## src/psid_regs.svh

```systemverilog
// Purpose: offsets, bit positions and reset values of the status and id words
// Assumes: five-bit management register addresses, sixteen-bit words
// Notes:   definitions only, included by the package and the top module
`ifndef PSID_REGS_SVH
`define PSID_REGS_SVH

// management register addresses
`define PSID_ADDR_BASIC   5'h01
`define PSID_ADDR_ID_HI   5'h02
`define PSID_ADDR_ID_LO   5'h03
`define PSID_ADDR_VEND    5'h10
`define PSID_ADDR_INT     5'h12

// basic status word bit positions
`define PSID_B_T4         15
`define PSID_B_ABIL_HI    14
`define PSID_B_ABIL_LO    11
`define PSID_B_NOPRE      6
`define PSID_B_NEGDONE    5
`define PSID_B_RFAULT     4
`define PSID_B_ANABLE     3
`define PSID_B_LINK       2
`define PSID_B_JABBER     1
`define PSID_B_EXTCAP     0

// vendor status word bit positions
`define PSID_V_RXERR      13
`define PSID_V_CHAN       10
`define PSID_V_DESCR      9
`define PSID_V_INTPIN     7
`define PSID_V_JABBER     5
`define PSID_V_LOOP       3
`define PSID_V_DUPLEX     2
`define PSID_V_LINK       0

// identifier split between the two id words
`define PSID_OUI_HI_MSB   21
`define PSID_OUI_HI_LSB   6
`define PSID_OUI_LO_MSB   5

// second id word fields
`define PSID_I_OUI_MSB    15
`define PSID_I_OUI_LSB    10
`define PSID_I_MODEL_MSB  9
`define PSID_I_MODEL_LSB  4
`define PSID_I_REV_MSB    3
`define PSID_I_REV_LSB    0

// reset values
`define PSID_BASIC_RST    16'h0061
`define PSID_VEND_RST     16'h0004

`endif

```

## src/psid_pkg.sv

```systemverilog
// Purpose: shared types and the address decode of the status and id bank
// Assumes: psid_regs.svh holds every register address the decode compares against
// Notes:   nothing here is imported, users write psid_pkg::name
`include "psid_regs.svh"
package psid_pkg;

    typedef logic [4:0]  psid_addr_t;  // management register address
    typedef logic [15:0] psid_word_t;  // one management word

    // which word a read addresses
    typedef enum logic [2:0]
    {
        PSID_SEL_NONE  = 3'b000,
        PSID_SEL_BASIC = 3'b001,
        PSID_SEL_ID_HI = 3'b010,
        PSID_SEL_ID_LO = 3'b011,
        PSID_SEL_VEND  = 3'b100,
        PSID_SEL_INT   = 3'b101
    } psid_sel_e;

    // address to word select, unmapped gives none
    function automatic psid_sel_e psid_decode(input psid_addr_t addr);
        psid_sel_e sel;
        sel = PSID_SEL_NONE;
        if (addr == `PSID_ADDR_BASIC)
            sel = PSID_SEL_BASIC;
        else if (addr == `PSID_ADDR_ID_HI)
            sel = PSID_SEL_ID_HI;
        else if (addr == `PSID_ADDR_ID_LO)
            sel = PSID_SEL_ID_LO;
        else if (addr == `PSID_ADDR_VEND)
            sel = PSID_SEL_VEND;
        else if (addr == `PSID_ADDR_INT)
            sel = PSID_SEL_INT;
        return sel;
    endfunction : psid_decode

endpackage : psid_pkg

```

## src/psid_sync.sv

```systemverilog
// Purpose: two flip-flop synchroniser for a group of level inputs
// Assumes: each bit is a slow level, no word coherence is needed
// Notes:   the first stage feeds only the second stage
`timescale 1ns/1ps
module psid_sync #(
    parameter int           W       = 1,
    parameter logic [W-1:0] RST_VAL = '0
) (
    input  wire logic         i_sys_clk,
    input  wire logic         i_srst,
    input  wire logic         i_clk_en,
    input  wire logic [W-1:0] i_async,
    output logic      [W-1:0] o_sync
);

    logic [W-1:0] stage1;       // metastable stage
    logic [W-1:0] stage2;       // settled stage
    logic [W-1:0] next_stage1;
    logic [W-1:0] next_stage2;

    // a zero width group has nothing to carry
    if (W < 1)
    begin : g_bad_width
        $error("psid_sync width must be at least one");
    end

    // next values, frozen while the enable is low
    always_comb
    begin
        next_stage1 = stage1;
        next_stage2 = stage2;
        if (i_clk_en)
        begin
            next_stage1 = i_async;
            next_stage2 = stage1;
        end
    end

    // registers only
    always_ff @(posedge i_sys_clk)
    begin
        if (i_srst)
        begin
            stage1 <= RST_VAL;
            stage2 <= RST_VAL;
        end
        else
        begin
            stage1 <= next_stage1;
            stage2 <= next_stage2;
        end
    end

    assign o_sync = stage2;

endmodule : psid_sync

```

## src/psid_flag.sv

```systemverilog
// Purpose: sticky flag set by hardware, cleared by a register read
// Assumes: set and clear are same-clock single-cycle terms
// Notes:   a set in the clearing cycle wins so no event is lost
`timescale 1ns/1ps
module psid_flag #(
    parameter logic RST_VAL = 1'b0
) (
    input  wire logic i_sys_clk,
    input  wire logic i_srst,
    input  wire logic i_clk_en,
    input  wire logic i_set,
    input  wire logic i_clear,
    output logic      o_flag
);

    logic flag;       // held flag
    logic next_flag;

    // set has priority over clear
    always_comb
    begin
        next_flag = flag;
        if (i_clk_en)
        begin
            if (i_set)
                next_flag = 1'b1;
            else if (i_clear)
                next_flag = 1'b0;
        end
    end

    // register only
    always_ff @(posedge i_sys_clk)
    begin
        if (i_srst)
            flag <= RST_VAL;
        else
            flag <= next_flag;
    end

    assign o_flag = flag;

endmodule : psid_flag

```

## src/psid_status_id.sv

```systemverilog
// Purpose: read side of the basic status, id and vendor status words
// Assumes: a frame engine outside decodes management frames into reads
// Notes:   read data appears one enabled edge after the read strobe
`timescale 1ns/1ps
`include "psid_regs.svh"
module psid_status_id #(
    parameter logic [21:0] OUI   = 22'h1A5C33, // arbitrary value
    parameter logic [5:0]  MODEL = 6'h2D,      // arbitrary value
    parameter logic [3:0]  REV   = 4'h3        // arbitrary value
) (
    input  wire logic                    i_sys_clk,
    input  wire logic                    i_srst,
    input  wire logic                    i_clk_en,
    input  wire logic                    i_rd_strobe,
    input  wire psid_pkg::psid_addr_t    i_rd_addr,
    output psid_pkg::psid_word_t         o_rd_data,
    output logic                         o_rd_valid,
    output logic                         o_no_preamble_accept,
    input  wire logic                    i_neg_done,
    input  wire logic                    i_remote_fault,
    input  wire logic                    i_jabber,
    input  wire logic                    i_rx_error,
    input  wire logic                    i_link_up,
    input  wire logic                    i_chan_good,
    input  wire logic                    i_descr_lock,
    input  wire logic                    i_duplex_full,
    input  wire logic                    i_loopback,
    input  wire logic                    i_int_pin_n
);

    // synchroniser group order: link, chan, descr, duplex, loop, int_n
    localparam logic [5:0] SYNC_RST = 6'b000101;

    logic [5:0]           async_in;    // pin-side levels
    logic [5:0]           sync_out;    // settled levels
    logic                 link_s;      // link level, settled
    logic                 chan_s;      // channel good, settled
    logic                 descr_s;     // descrambler lock, settled
    logic                 duplex_s;    // full duplex, settled
    logic                 loop_s;      // loopback, settled
    logic                 int_n_s;     // interrupt pin, settled
    psid_pkg::psid_sel_e  rd_sel;      // decoded read target
    logic                 rd_go;       // read taken this edge
    logic                 rd_basic;    // basic word read
    logic                 rd_vend;     // vendor word read
    logic                 rd_int;      // interrupt status read
    logic                 link_q;      // link state register
    logic                 neg_done_q;  // negotiation done register
    logic                 duplex_q;    // duplex status register
    logic                 loop_q;      // loopback status register
    logic                 next_link_q;
    logic                 next_neg_done_q;
    logic                 next_duplex_q;
    logic                 next_loop_q;
    logic                 rfault;      // sticky remote fault
    logic                 jabber;      // sticky jabber
    logic                 rxerr;       // sticky receive error
    logic                 intpin;      // sticky interrupt pin
    logic                 chan_drop;   // channel good dropped since read
    logic                 descr_drop;  // lock dropped since read
    psid_pkg::psid_word_t basic_word;  // assembled basic status
    psid_pkg::psid_word_t id_hi_word;  // first id word
    psid_pkg::psid_word_t id_lo_word;  // second id word
    psid_pkg::psid_word_t vend_word;   // assembled vendor status
    psid_pkg::psid_word_t rd_data;     // read data register
    psid_pkg::psid_word_t next_rd_data;
    logic                 rd_valid;    // read answer strobe
    logic                 next_rd_valid;

    // levels from other domains settle before any logic reads them
    assign async_in = {i_link_up, i_chan_good, i_descr_lock,
                       i_duplex_full, i_loopback, i_int_pin_n};

    psid_sync #(
        .W       (6),
        .RST_VAL (SYNC_RST)
    ) u_sync (
        .i_sys_clk (i_sys_clk),
        .i_srst    (i_srst),
        .i_clk_en  (i_clk_en),
        .i_async   (async_in),
        .o_sync    (sync_out)
    );

    assign {link_s, chan_s, descr_s, duplex_s, loop_s, int_n_s} = sync_out;

    // read decode, shared by the data path and clear-on-read terms
    assign rd_sel   = psid_pkg::psid_decode(i_rd_addr);
    assign rd_go    = i_clk_en & i_rd_strobe;
    assign rd_basic = rd_go & (rd_sel == psid_pkg::PSID_SEL_BASIC);
    assign rd_vend  = rd_go & (rd_sel == psid_pkg::PSID_SEL_VEND);
    assign rd_int   = rd_go & (rd_sel == psid_pkg::PSID_SEL_INT);

    // live status registers follow their sources
    always_comb
    begin
        next_link_q     = link_q;
        next_neg_done_q = neg_done_q;
        next_duplex_q   = duplex_q;
        next_loop_q     = loop_q;
        if (i_clk_en)
        begin
            next_link_q     = link_s;
            next_neg_done_q = i_neg_done;
            next_duplex_q   = duplex_s;
            next_loop_q     = loop_s;
        end
    end

    // negotiation done and duplex come out of reset at one
    always_ff @(posedge i_sys_clk)
    begin
        if (i_srst)
        begin
            link_q     <= 1'b0;
            neg_done_q <= 1'b1;
            duplex_q   <= 1'b1;
            loop_q     <= 1'b0;
        end
        else
        begin
            link_q     <= next_link_q;
            neg_done_q <= next_neg_done_q;
            duplex_q   <= next_duplex_q;
            loop_q     <= next_loop_q;
        end
    end

    // fault and jabber stay until software has seen them
    psid_flag #(.RST_VAL(1'b0)) u_rfault (
        .i_sys_clk (i_sys_clk),
        .i_srst    (i_srst),
        .i_clk_en  (i_clk_en),
        .i_set     (i_remote_fault),
        .i_clear   (rd_basic),
        .o_flag    (rfault)
    );

    psid_flag #(.RST_VAL(1'b0)) u_jabber (
        .i_sys_clk (i_sys_clk),
        .i_srst    (i_srst),
        .i_clk_en  (i_clk_en),
        .i_set     (i_jabber),
        .i_clear   (rd_basic),
        .o_flag    (jabber)
    );

    // receive error held until the vendor word is read
    psid_flag #(.RST_VAL(1'b0)) u_rxerr (
        .i_sys_clk (i_sys_clk),
        .i_srst    (i_srst),
        .i_clk_en  (i_clk_en),
        .i_set     (i_rx_error),
        .i_clear   (rd_vend),
        .o_flag    (rxerr)
    );

    // pin is active low; held while asserted, cleared by 0x12 read
    psid_flag #(.RST_VAL(1'b0)) u_intpin (
        .i_sys_clk (i_sys_clk),
        .i_srst    (i_srst),
        .i_clk_en  (i_clk_en),
        .i_set     (~int_n_s),
        .i_clear   (rd_int),
        .o_flag    (intpin)
    );

    // latch low kept as a drop flag; reset reads zero until first read
    psid_flag #(.RST_VAL(1'b1)) u_chan (
        .i_sys_clk (i_sys_clk),
        .i_srst    (i_srst),
        .i_clk_en  (i_clk_en),
        .i_set     (~chan_s),
        .i_clear   (rd_vend),
        .o_flag    (chan_drop)
    );

    psid_flag #(.RST_VAL(1'b1)) u_descr (
        .i_sys_clk (i_sys_clk),
        .i_srst    (i_srst),
        .i_clk_en  (i_clk_en),
        .i_set     (~descr_s),
        .i_clear   (rd_vend),
        .o_flag    (descr_drop)
    );

    // frame engine is told preamble-less frames are fine
    assign o_no_preamble_accept = 1'b1;

    // basic status word, fixed bits are constants
    always_comb
    begin
        basic_word                                   = 16'h0000;
        basic_word[`PSID_B_T4]                       = 1'b0;
        basic_word[`PSID_B_ABIL_HI:`PSID_B_ABIL_LO]  = 4'h0;
        basic_word[`PSID_B_NOPRE]                    = 1'b1;
        basic_word[`PSID_B_NEGDONE]                  = neg_done_q;
        basic_word[`PSID_B_RFAULT]                   = rfault;
        basic_word[`PSID_B_ANABLE]                   = 1'b0;
        basic_word[`PSID_B_LINK]                     = link_q;
        basic_word[`PSID_B_JABBER]                   = jabber;
        basic_word[`PSID_B_EXTCAP]                   = 1'b1;
    end

    // id words are wired constants
    assign id_hi_word = OUI[`PSID_OUI_HI_MSB:`PSID_OUI_HI_LSB];
    assign id_lo_word = {OUI[`PSID_OUI_LO_MSB:0],
                         MODEL,
                         REV};

    // vendor word, reserved bits read zero
    always_comb
    begin
        vend_word                  = 16'h0000;
        vend_word[`PSID_V_RXERR]   = rxerr;
        vend_word[`PSID_V_CHAN]    = ~chan_drop;
        vend_word[`PSID_V_DESCR]   = ~descr_drop;
        vend_word[`PSID_V_INTPIN]  = intpin;
        vend_word[`PSID_V_JABBER]  = jabber;
        vend_word[`PSID_V_LOOP]    = loop_q;
        vend_word[`PSID_V_DUPLEX]  = duplex_q;
        vend_word[`PSID_V_LINK]    = link_q;
    end

    // read mux; the word is taken before any clear lands
    always_comb
    begin
        next_rd_data  = rd_data;
        next_rd_valid = rd_valid;
        if (i_clk_en)
        begin
            next_rd_valid = i_rd_strobe;
            if (i_rd_strobe)
            begin
                case (rd_sel)
                    psid_pkg::PSID_SEL_BASIC: next_rd_data = basic_word;
                    psid_pkg::PSID_SEL_ID_HI: next_rd_data = id_hi_word;
                    psid_pkg::PSID_SEL_ID_LO: next_rd_data = id_lo_word;
                    psid_pkg::PSID_SEL_VEND:  next_rd_data = vend_word;
                    default:                  next_rd_data = 16'h0000;
                endcase
            end
        end
    end

    // read answer registers
    always_ff @(posedge i_sys_clk)
    begin
        if (i_srst)
        begin
            rd_data  <= 16'h0000;
            rd_valid <= 1'b0;
        end
        else
        begin
            rd_data  <= next_rd_data;
            rd_valid <= next_rd_valid;
        end
    end

    assign o_rd_data  = rd_data;
    assign o_rd_valid = rd_valid;
endmodule : psid_status_id

```

## config.mk

```make
export PLATFORM = sky130hd
export DESIGN_NAME = psid_status_id
export DESIGN_NICKNAME = d
export VERILOG_FILES = /design/src/psid_pkg.sv /design/src/psid_sync.sv /design/src/psid_flag.sv /design/src/psid_status_id.sv
export VERILOG_INCLUDE_DIRS = /design/src
export SDC_FILE = /design/constraint.sdc
export NUM_CORES = 1
export LEC_CHECK = 0
export ABC_AREA = 1
export BUFFER_PORTS_ARGS = -buffer_cell sky130_fd_sc_hd__buf_4
export CORE_MARGIN = 3
export CORE_UTILIZATION = 56
export CTS_CLUSTER_SIZE = 30
export DETAILED_ROUTE_END_ITERATION = 10
export PLACE_DENSITY_LB_ADDON = 0.15
export SLEW_MARGIN = 10
export SYNTH_ARGS = -nofsm -noshare
export SYNTH_HDL_FRONTEND = slang
export SYNTH_HIERARCHICAL = 1
export SYNTH_SLANG_ARGS = --single-unit
```

## constraint.sdc

```tcl
create_clock -name i_sys_clk -period 2.9 [get_ports i_sys_clk]
set_clock_uncertainty 0.05 [all_clocks]
set_input_delay 0.29 -clock i_sys_clk [delete_from_list [all_inputs] [get_ports i_sys_clk]]
set_output_delay 0.29 -clock i_sys_clk [all_outputs]
set_load 0.01 [all_outputs]
```

## After elaboration in Yosys (flattened, before gate mapping)

Index checks and enable logic that the tools add are counted.

| word-level totals | value |
|---|---|
| logic and storage cells | 58 |
| output and inout bits | 18 |
| bits of input ports | 19 |
| flip-flop bits (word level) | 39 |

| operators by class | value |
|---|---|
| bitwise operators | 6 |
| mux-type cells | 15 |
| reduce and logical (&&, ||, !) cells | 10 |
| equal/unequal tests | 13 |

Operators by type and width:

| kind | number |
|---|---|
| $pmux 16 s4 | 1 |
| $mux 3 | 5 |
| $reduce_and 2->1 | 7 |
| $eq 5x2->1 const B | 2 |
| $eq 5x5->1 const B | 2 |
| $mux 1 | 9 |
| $eq 3x2->1 const B | 2 |
| $eq 3x3->1 const B | 2 |
| $ne 2x2->1 const B | 3 |
| $reduce_bool 2->1 | 3 |
| $eq 5x1->1 const B | 1 |
| $and 1x1->1 | 4 |
| $eq 3x1->1 const B | 1 |
| $not 1->1 | 2 |

## Longest topological paths before layout

| depth | value |
|---|---|
| word-level depth | 10 |
| depth in mapped cells | 8 |
| gate-level depth less buffers | 8 |

## Cells and area by module

The synthesis kept the hierarchy.

Modules (own cells, without submodules):

| module | sequential area each (um2) | cells an instance | area an instance (um2) | instances |
|---|---|---|---|---|
| psid_status_id | 380.4 | 117 | 877.1 | 1 |
| psid_sync | 240.2 | 69 | 478.0 | 1 |
| psid_flag (u_intpin ...) | 20.0 | 5 | 40.0 | 4 |
| psid_flag (u_chan ...) | 20.0 | 5 | 36.3 | 2 |

## Worst setup path after synthesis

OpenSTA, ideal clock, no wires.

| timing | value |
|---|---|
| path type | input -> register |
| from | in i_rd_addr[3] |
| to | reg u_rfault.flag, in the netlist u_rfault/o_flag |
| setup slack | 1.739 ns |
| buffers on the path | 0 |
| setup time | 0.114 ns |
| cell stages on the path | 8 |
| data arrival time | 0.997 ns |
| required time | 2.736 ns |
| cell sequence | nor2_4 -> nand2_1 -> nor3_1 -> nand2_1 -> inv_1 -> nand2_1 -> nand2_1 -> a21oi_2 |

| between the ends | value |
|---|---|
| cells in the longest elaborated chain, start to end | 10 |
| elaborated cells on any way between the ends | 14 |
| those cells by class | eq/ne (6); mux (5); bitwise (1); reduce/logical (2) |

Ends and longest elaborated chain:

| element | RTL line | source |
|---|---|---|
| from (decl) | psid_status_id.sv:15 | `input wire psid_pkg::psid_addr_t i_rd_addr,` |
| $eq 5x5->1 (no source line) | -- |  |
| $mux 3 | psid_pkg.sv:33 | `` else if (addr == `PSID_ADDR_INT) `` |
| $mux 3 | psid_pkg.sv:31 | `` else if (addr == `PSID_ADDR_VEND) `` |
| $mux 3 | psid_pkg.sv:29 | `` else if (addr == `PSID_ADDR_ID_LO) `` |
| $mux 3 | psid_pkg.sv:27 | `` else if (addr == `PSID_ADDR_ID_HI) `` |
| $mux 3 * | psid_pkg.sv:25 | `` if (addr == `PSID_ADDR_BASIC) `` |
| $eq 3x1->1 * | psid_status_id.sv:90 | `assign rd_basic = rd_go & (rd_sel == psid_pkg::PSID_SEL_BASIC);` |
| $and 1x1->1 * | psid_status_id.sv:90 |  |
| named net rd_basic | psid_status_id.sv:44 | `logic rd_basic;` |
| $reduce_bool 2->1 (no source line) * | -- |  |
| $reduce_and 2->1 (no source line) * | -- |  |
| to (signal assigned) | psid_flag.sv:38 | `flag <= next_flag;` |
| to (decl) | psid_flag.sv:16 | `logic flag;` |

Mark *: on every way through the listed nets, which the timed path passes. The rest lies on a longest branch.
A chain may end at the register's enable or synchronous reset.

## Worst setup path in the final report

| timing | value |
|---|---|
| from | in i_clk_en |
| to | reg u_jabber.flag, in the netlist u_jabber/o_flag |

| between the ends | value |
|---|---|
| cells in the longest elaborated chain, start to end | 4 |

Ends and longest elaborated chain:

| element | RTL line | source |
|---|---|---|
| from (decl) | psid_status_id.sv:13 | `input wire logic i_clk_en,` |
| $and 1x1->1 | psid_status_id.sv:89 | `assign rd_go = i_clk_en & i_rd_strobe;` |
| $and 1x1->1 | psid_status_id.sv:90 |  |
| named net rd_basic | psid_status_id.sv:44 |  |
| $reduce_bool 2->1 (no source line) | -- |  |
| $reduce_and 2->1 (no source line) | -- |  |
| to (signal assigned) | psid_flag.sv:38 |  |
| to (decl) | psid_flag.sv:16 |  |

The timed path passes the listed nets, and every way through them passes these cells.

==> impl_metrics.json <==
{
  "ys_ff_latch": 37,
  "min_from": "i_int_pin_n",
  "clk_path_buf_depth": 2,
  "hold_depth": 3,
  "hold_path_class": "in2reg",
  "cts_root_buf": "clkbuf_4",
  "p_total_mw": 1.00,
  "dr.pass1.iters": 4,
  "rrSetupSlack_ps": 2010,
  "finalSetupTns_ps": 0,
  "cts_made_buffers": 5,
  "die_w_um": 59.2,
  "p_per_area_nw_per_um2": 531,
  "ir_worst_vdd_mv": 0.528,
  "clk_pin_slew_worst_paths_ps": 110,
  "synthSimpleGateAreaFrac": 0.314,
  "grt_use_total": 0.191,
  "rr_worst_depth": 4,
  "crit_type": "in2reg",
  "yosysTopAreaCell": "dfxtp_1",
  "rsz0062_at_grt": "false",
  "synth_area_um2": 1590,
  "avgSynthCellArea_um2": 7.35,
  "multiInputGateArea_um2": 674,
  "cts-hold-fix-buffers": 0,
  "clk_latency_ps": 330,
  "place.detailed.instances": 270,
  "r2r_start": "duplex_q$_SDFFE_PP1P_",
  "r2r_end": "o_rd_data[2]$_SDFFE_PP0P_",
  "status": "finished clean",
  "leakage_nw": 0.935,
  "cts.repair.resized": 0,
  "antennaDiodeCount": 0,
  "synthMuxAreaShare": 0,
  "drive_above_1_share": 0.210,
  "seq_area_um2": 741,
  "dpl.hpwl_mm": 2.11,
  "final_antenna_net_count": 0,
  "synth_cell_types": 22,
  "critPathCaptureType": "flop",
  "vias_per_cell": 5.08,
  "yosysWarningCount": 6,
  "critPathLaunchType": "primary input",
  "num_rows": 18,
  "first_global_vias": 1259,
  "yosys.area_share.xor_xnor": 0,
  "post-cts-setup-buffers": 0,
  "setup-violations-final": 0,
  "slew_viol_final": 0,
  "synth_seq_area_share": 0.467,
  "crit_arrival_ps": 1570,
  "final_cells": 278,
  "nFillCells": 221,
  "ios": 37,
  "areaGrowthSynthToFinish_pct": 18.8,
  "start_util": 0.613,
  "synthAdderAreaFrac": 0,
  "yosys-top-cells-area": "dfxtp_1, nand2_1, inv_1, nor2_1, a21oi_1",
  "die_h_um": 59.2,
  "hold_viol": 0,
  "cts_tree": "built",
  "cap_violations": 0,
  "synth_compound_area_frac": 0.106,
  "cts_num_sinks": 37,
  "synth_top_family_by_area": "simple AND/OR/NAND/NOR gates",
  "period_needed_ps": 1410,
  "syn_nets": 235,
  "antenna_found_initial": 0,
  "io_buffers": 34,
  "required_ps": 3070,
  "coreArea_um2": 2590,
  "grt_pass1_wl_mm": 5.11,
  "yosysTopAreaCellShare": 0.467,
  "crit_fanout": 40,
  "finalNetCount": 266,
  "first_iter_violations": 68,
  "drc": 0,
  "wirelength_mm": 2.99,
  "postSynthCellCount": 216,
  "fmax_mhz": 712,
  "grt_remaining_overflow": 0,
  "vias": 1411,
  "routedWlPerCell_um": 10.8,
  "gp_congestion": 0.834,
  "period_share": 0.485,
  "grt_max_degree": 41,
  "htreeDepth": 2,
  "die_area_um2": 3510,
  "hold-path-endpoint": "u_sync/stage1[0]$_SDFFE_PP1P_"
}
[where the power goes]
part | internal, mW | total, mW | switching (mW)
registers | 0.529 | 0.540 | 0.0108
clock network | 0.206 | 0.363 | 0.157
logic | 0.0397 | 0.0993 | 0.0596
[worst max path at each step]
stage	from	end	slack [ps]	cells past startpoint
6_report	i_clk_en	u_jabber/o_flag$_SDFFE_PP0P_	1490	8
5_1_grt	i_clk_en	u_jabber/o_flag$_SDFFE_PP0P_	1330	8
4_1_cts	i_clk_en	u_jabber/o_flag$_SDFFE_PP0P_	1500	8
3_5_place_dp	i_clk_en	u_jabber/o_flag$_SDFFE_PP0P_	1150	8
3_3_place_gp	i_clk_en	u_rfault/o_flag$_SDFFE_PP0P_	1180	8
2_1_floorplan	i_rd_addr[3]	u_rfault/o_flag$_SDFFE_PP0P_	1740	8
[layout by cell type, fill, tap and decap left out, types with 2 or more instances in the layout]
master	count
nand2_1	71
dfxtp_1	37
buf_4	34
inv_1	24
nor2_1	23
a21oi_1	16
nand3_1	7
clkbuf_4	5
o21ai_0	4
a31oi_1	4
nand4_1	4
a21oi_2	4
nor2_4	2
nor3_1	2
conb_1	2
[sequential cells by signal, indices dropped and copies added (netlist names)]
| signal | count |
|---|---|
| u_intpin/o_flag | 1 |
| u_chan/o_flag | 1 |
| o_rd_data | 14 |
| neg_done_q | 1 |
| u_jabber/o_flag | 1 |
| u_sync/o_sync | 6 |
| u_sync/stage1 | 6 |
| o_rd_valid | 1 |
| link_q | 1 |
| u_rxerr/o_flag | 1 |
| u_rfault/o_flag | 1 |
| duplex_q | 1 |
| loop_q | 1 |
| u_descr/o_flag | 1 |
[worst max-delay path, stage by stage]
cell     delay, ps
buf_4          310
nand2_2        380
inv_1          230
nand2_1         90
inv_1           80
nand2_1         50
nand2_1         80
a21oi_2         50
[through the flow]
stage	cell area, um2	util	hold WS [ps]	worst slack [ps]
2_1_floorplan	1590	-	302	1740
5_1_grt	1890	0.729	85.4	1330
4_1_cts	1890	0.729	88.5	1500
3_3_place_gp	1800	0.696	390	1180
6_report	1890	0.729	110	1490
3_5_place_dp	1800	0.696	393	1150
[cells in the mapped netlist]
master,n
inv_2,1
conb_1,2
buf_6,3
nor2_1,23
nand2_2,1
dfxtp_1,37
nand4_1,4
nor2_4,2
nor3_4,1
nor2_8,1
a21oi_1,16
o2111ai_1,1
a31oi_1,4
a21oi_2,4
nand3_2,1
buf_4,5
nand3_1,7
inv_1,24
clkbuf_1,2
nand2_1,71
nor3_1,2
o21ai_0,4
[final cells by class]
class                   count  share of cell area
flip-flops and latches     37               0.393
multi-input cells         144               0.357
repair buffers             34               0.135
inverters                  25              0.0497
clock buffers               7              0.0292
well taps                  30              0.0199
clock inverters             1              0.0159
[layer usage]
metal / GRT usage / vias up / wire length [um]
li1: - / 732 / -
met1: 0.224 / 618 / 1310
met2: 0.315 / 54 / 1370
met3: 0.0632 / 7 / 270
met4: 0.0841 / 0 / 51
met5: 0 / - / 0
[kinds of logic after synthesis]
group | Yosys count
AOI/OAI and AO/OA | 29
buffers and inverters | 35
DFF | 37
other | 2
and+or+nand+nor | 113
Note: power is estimated with default switching activity, not from simulation.
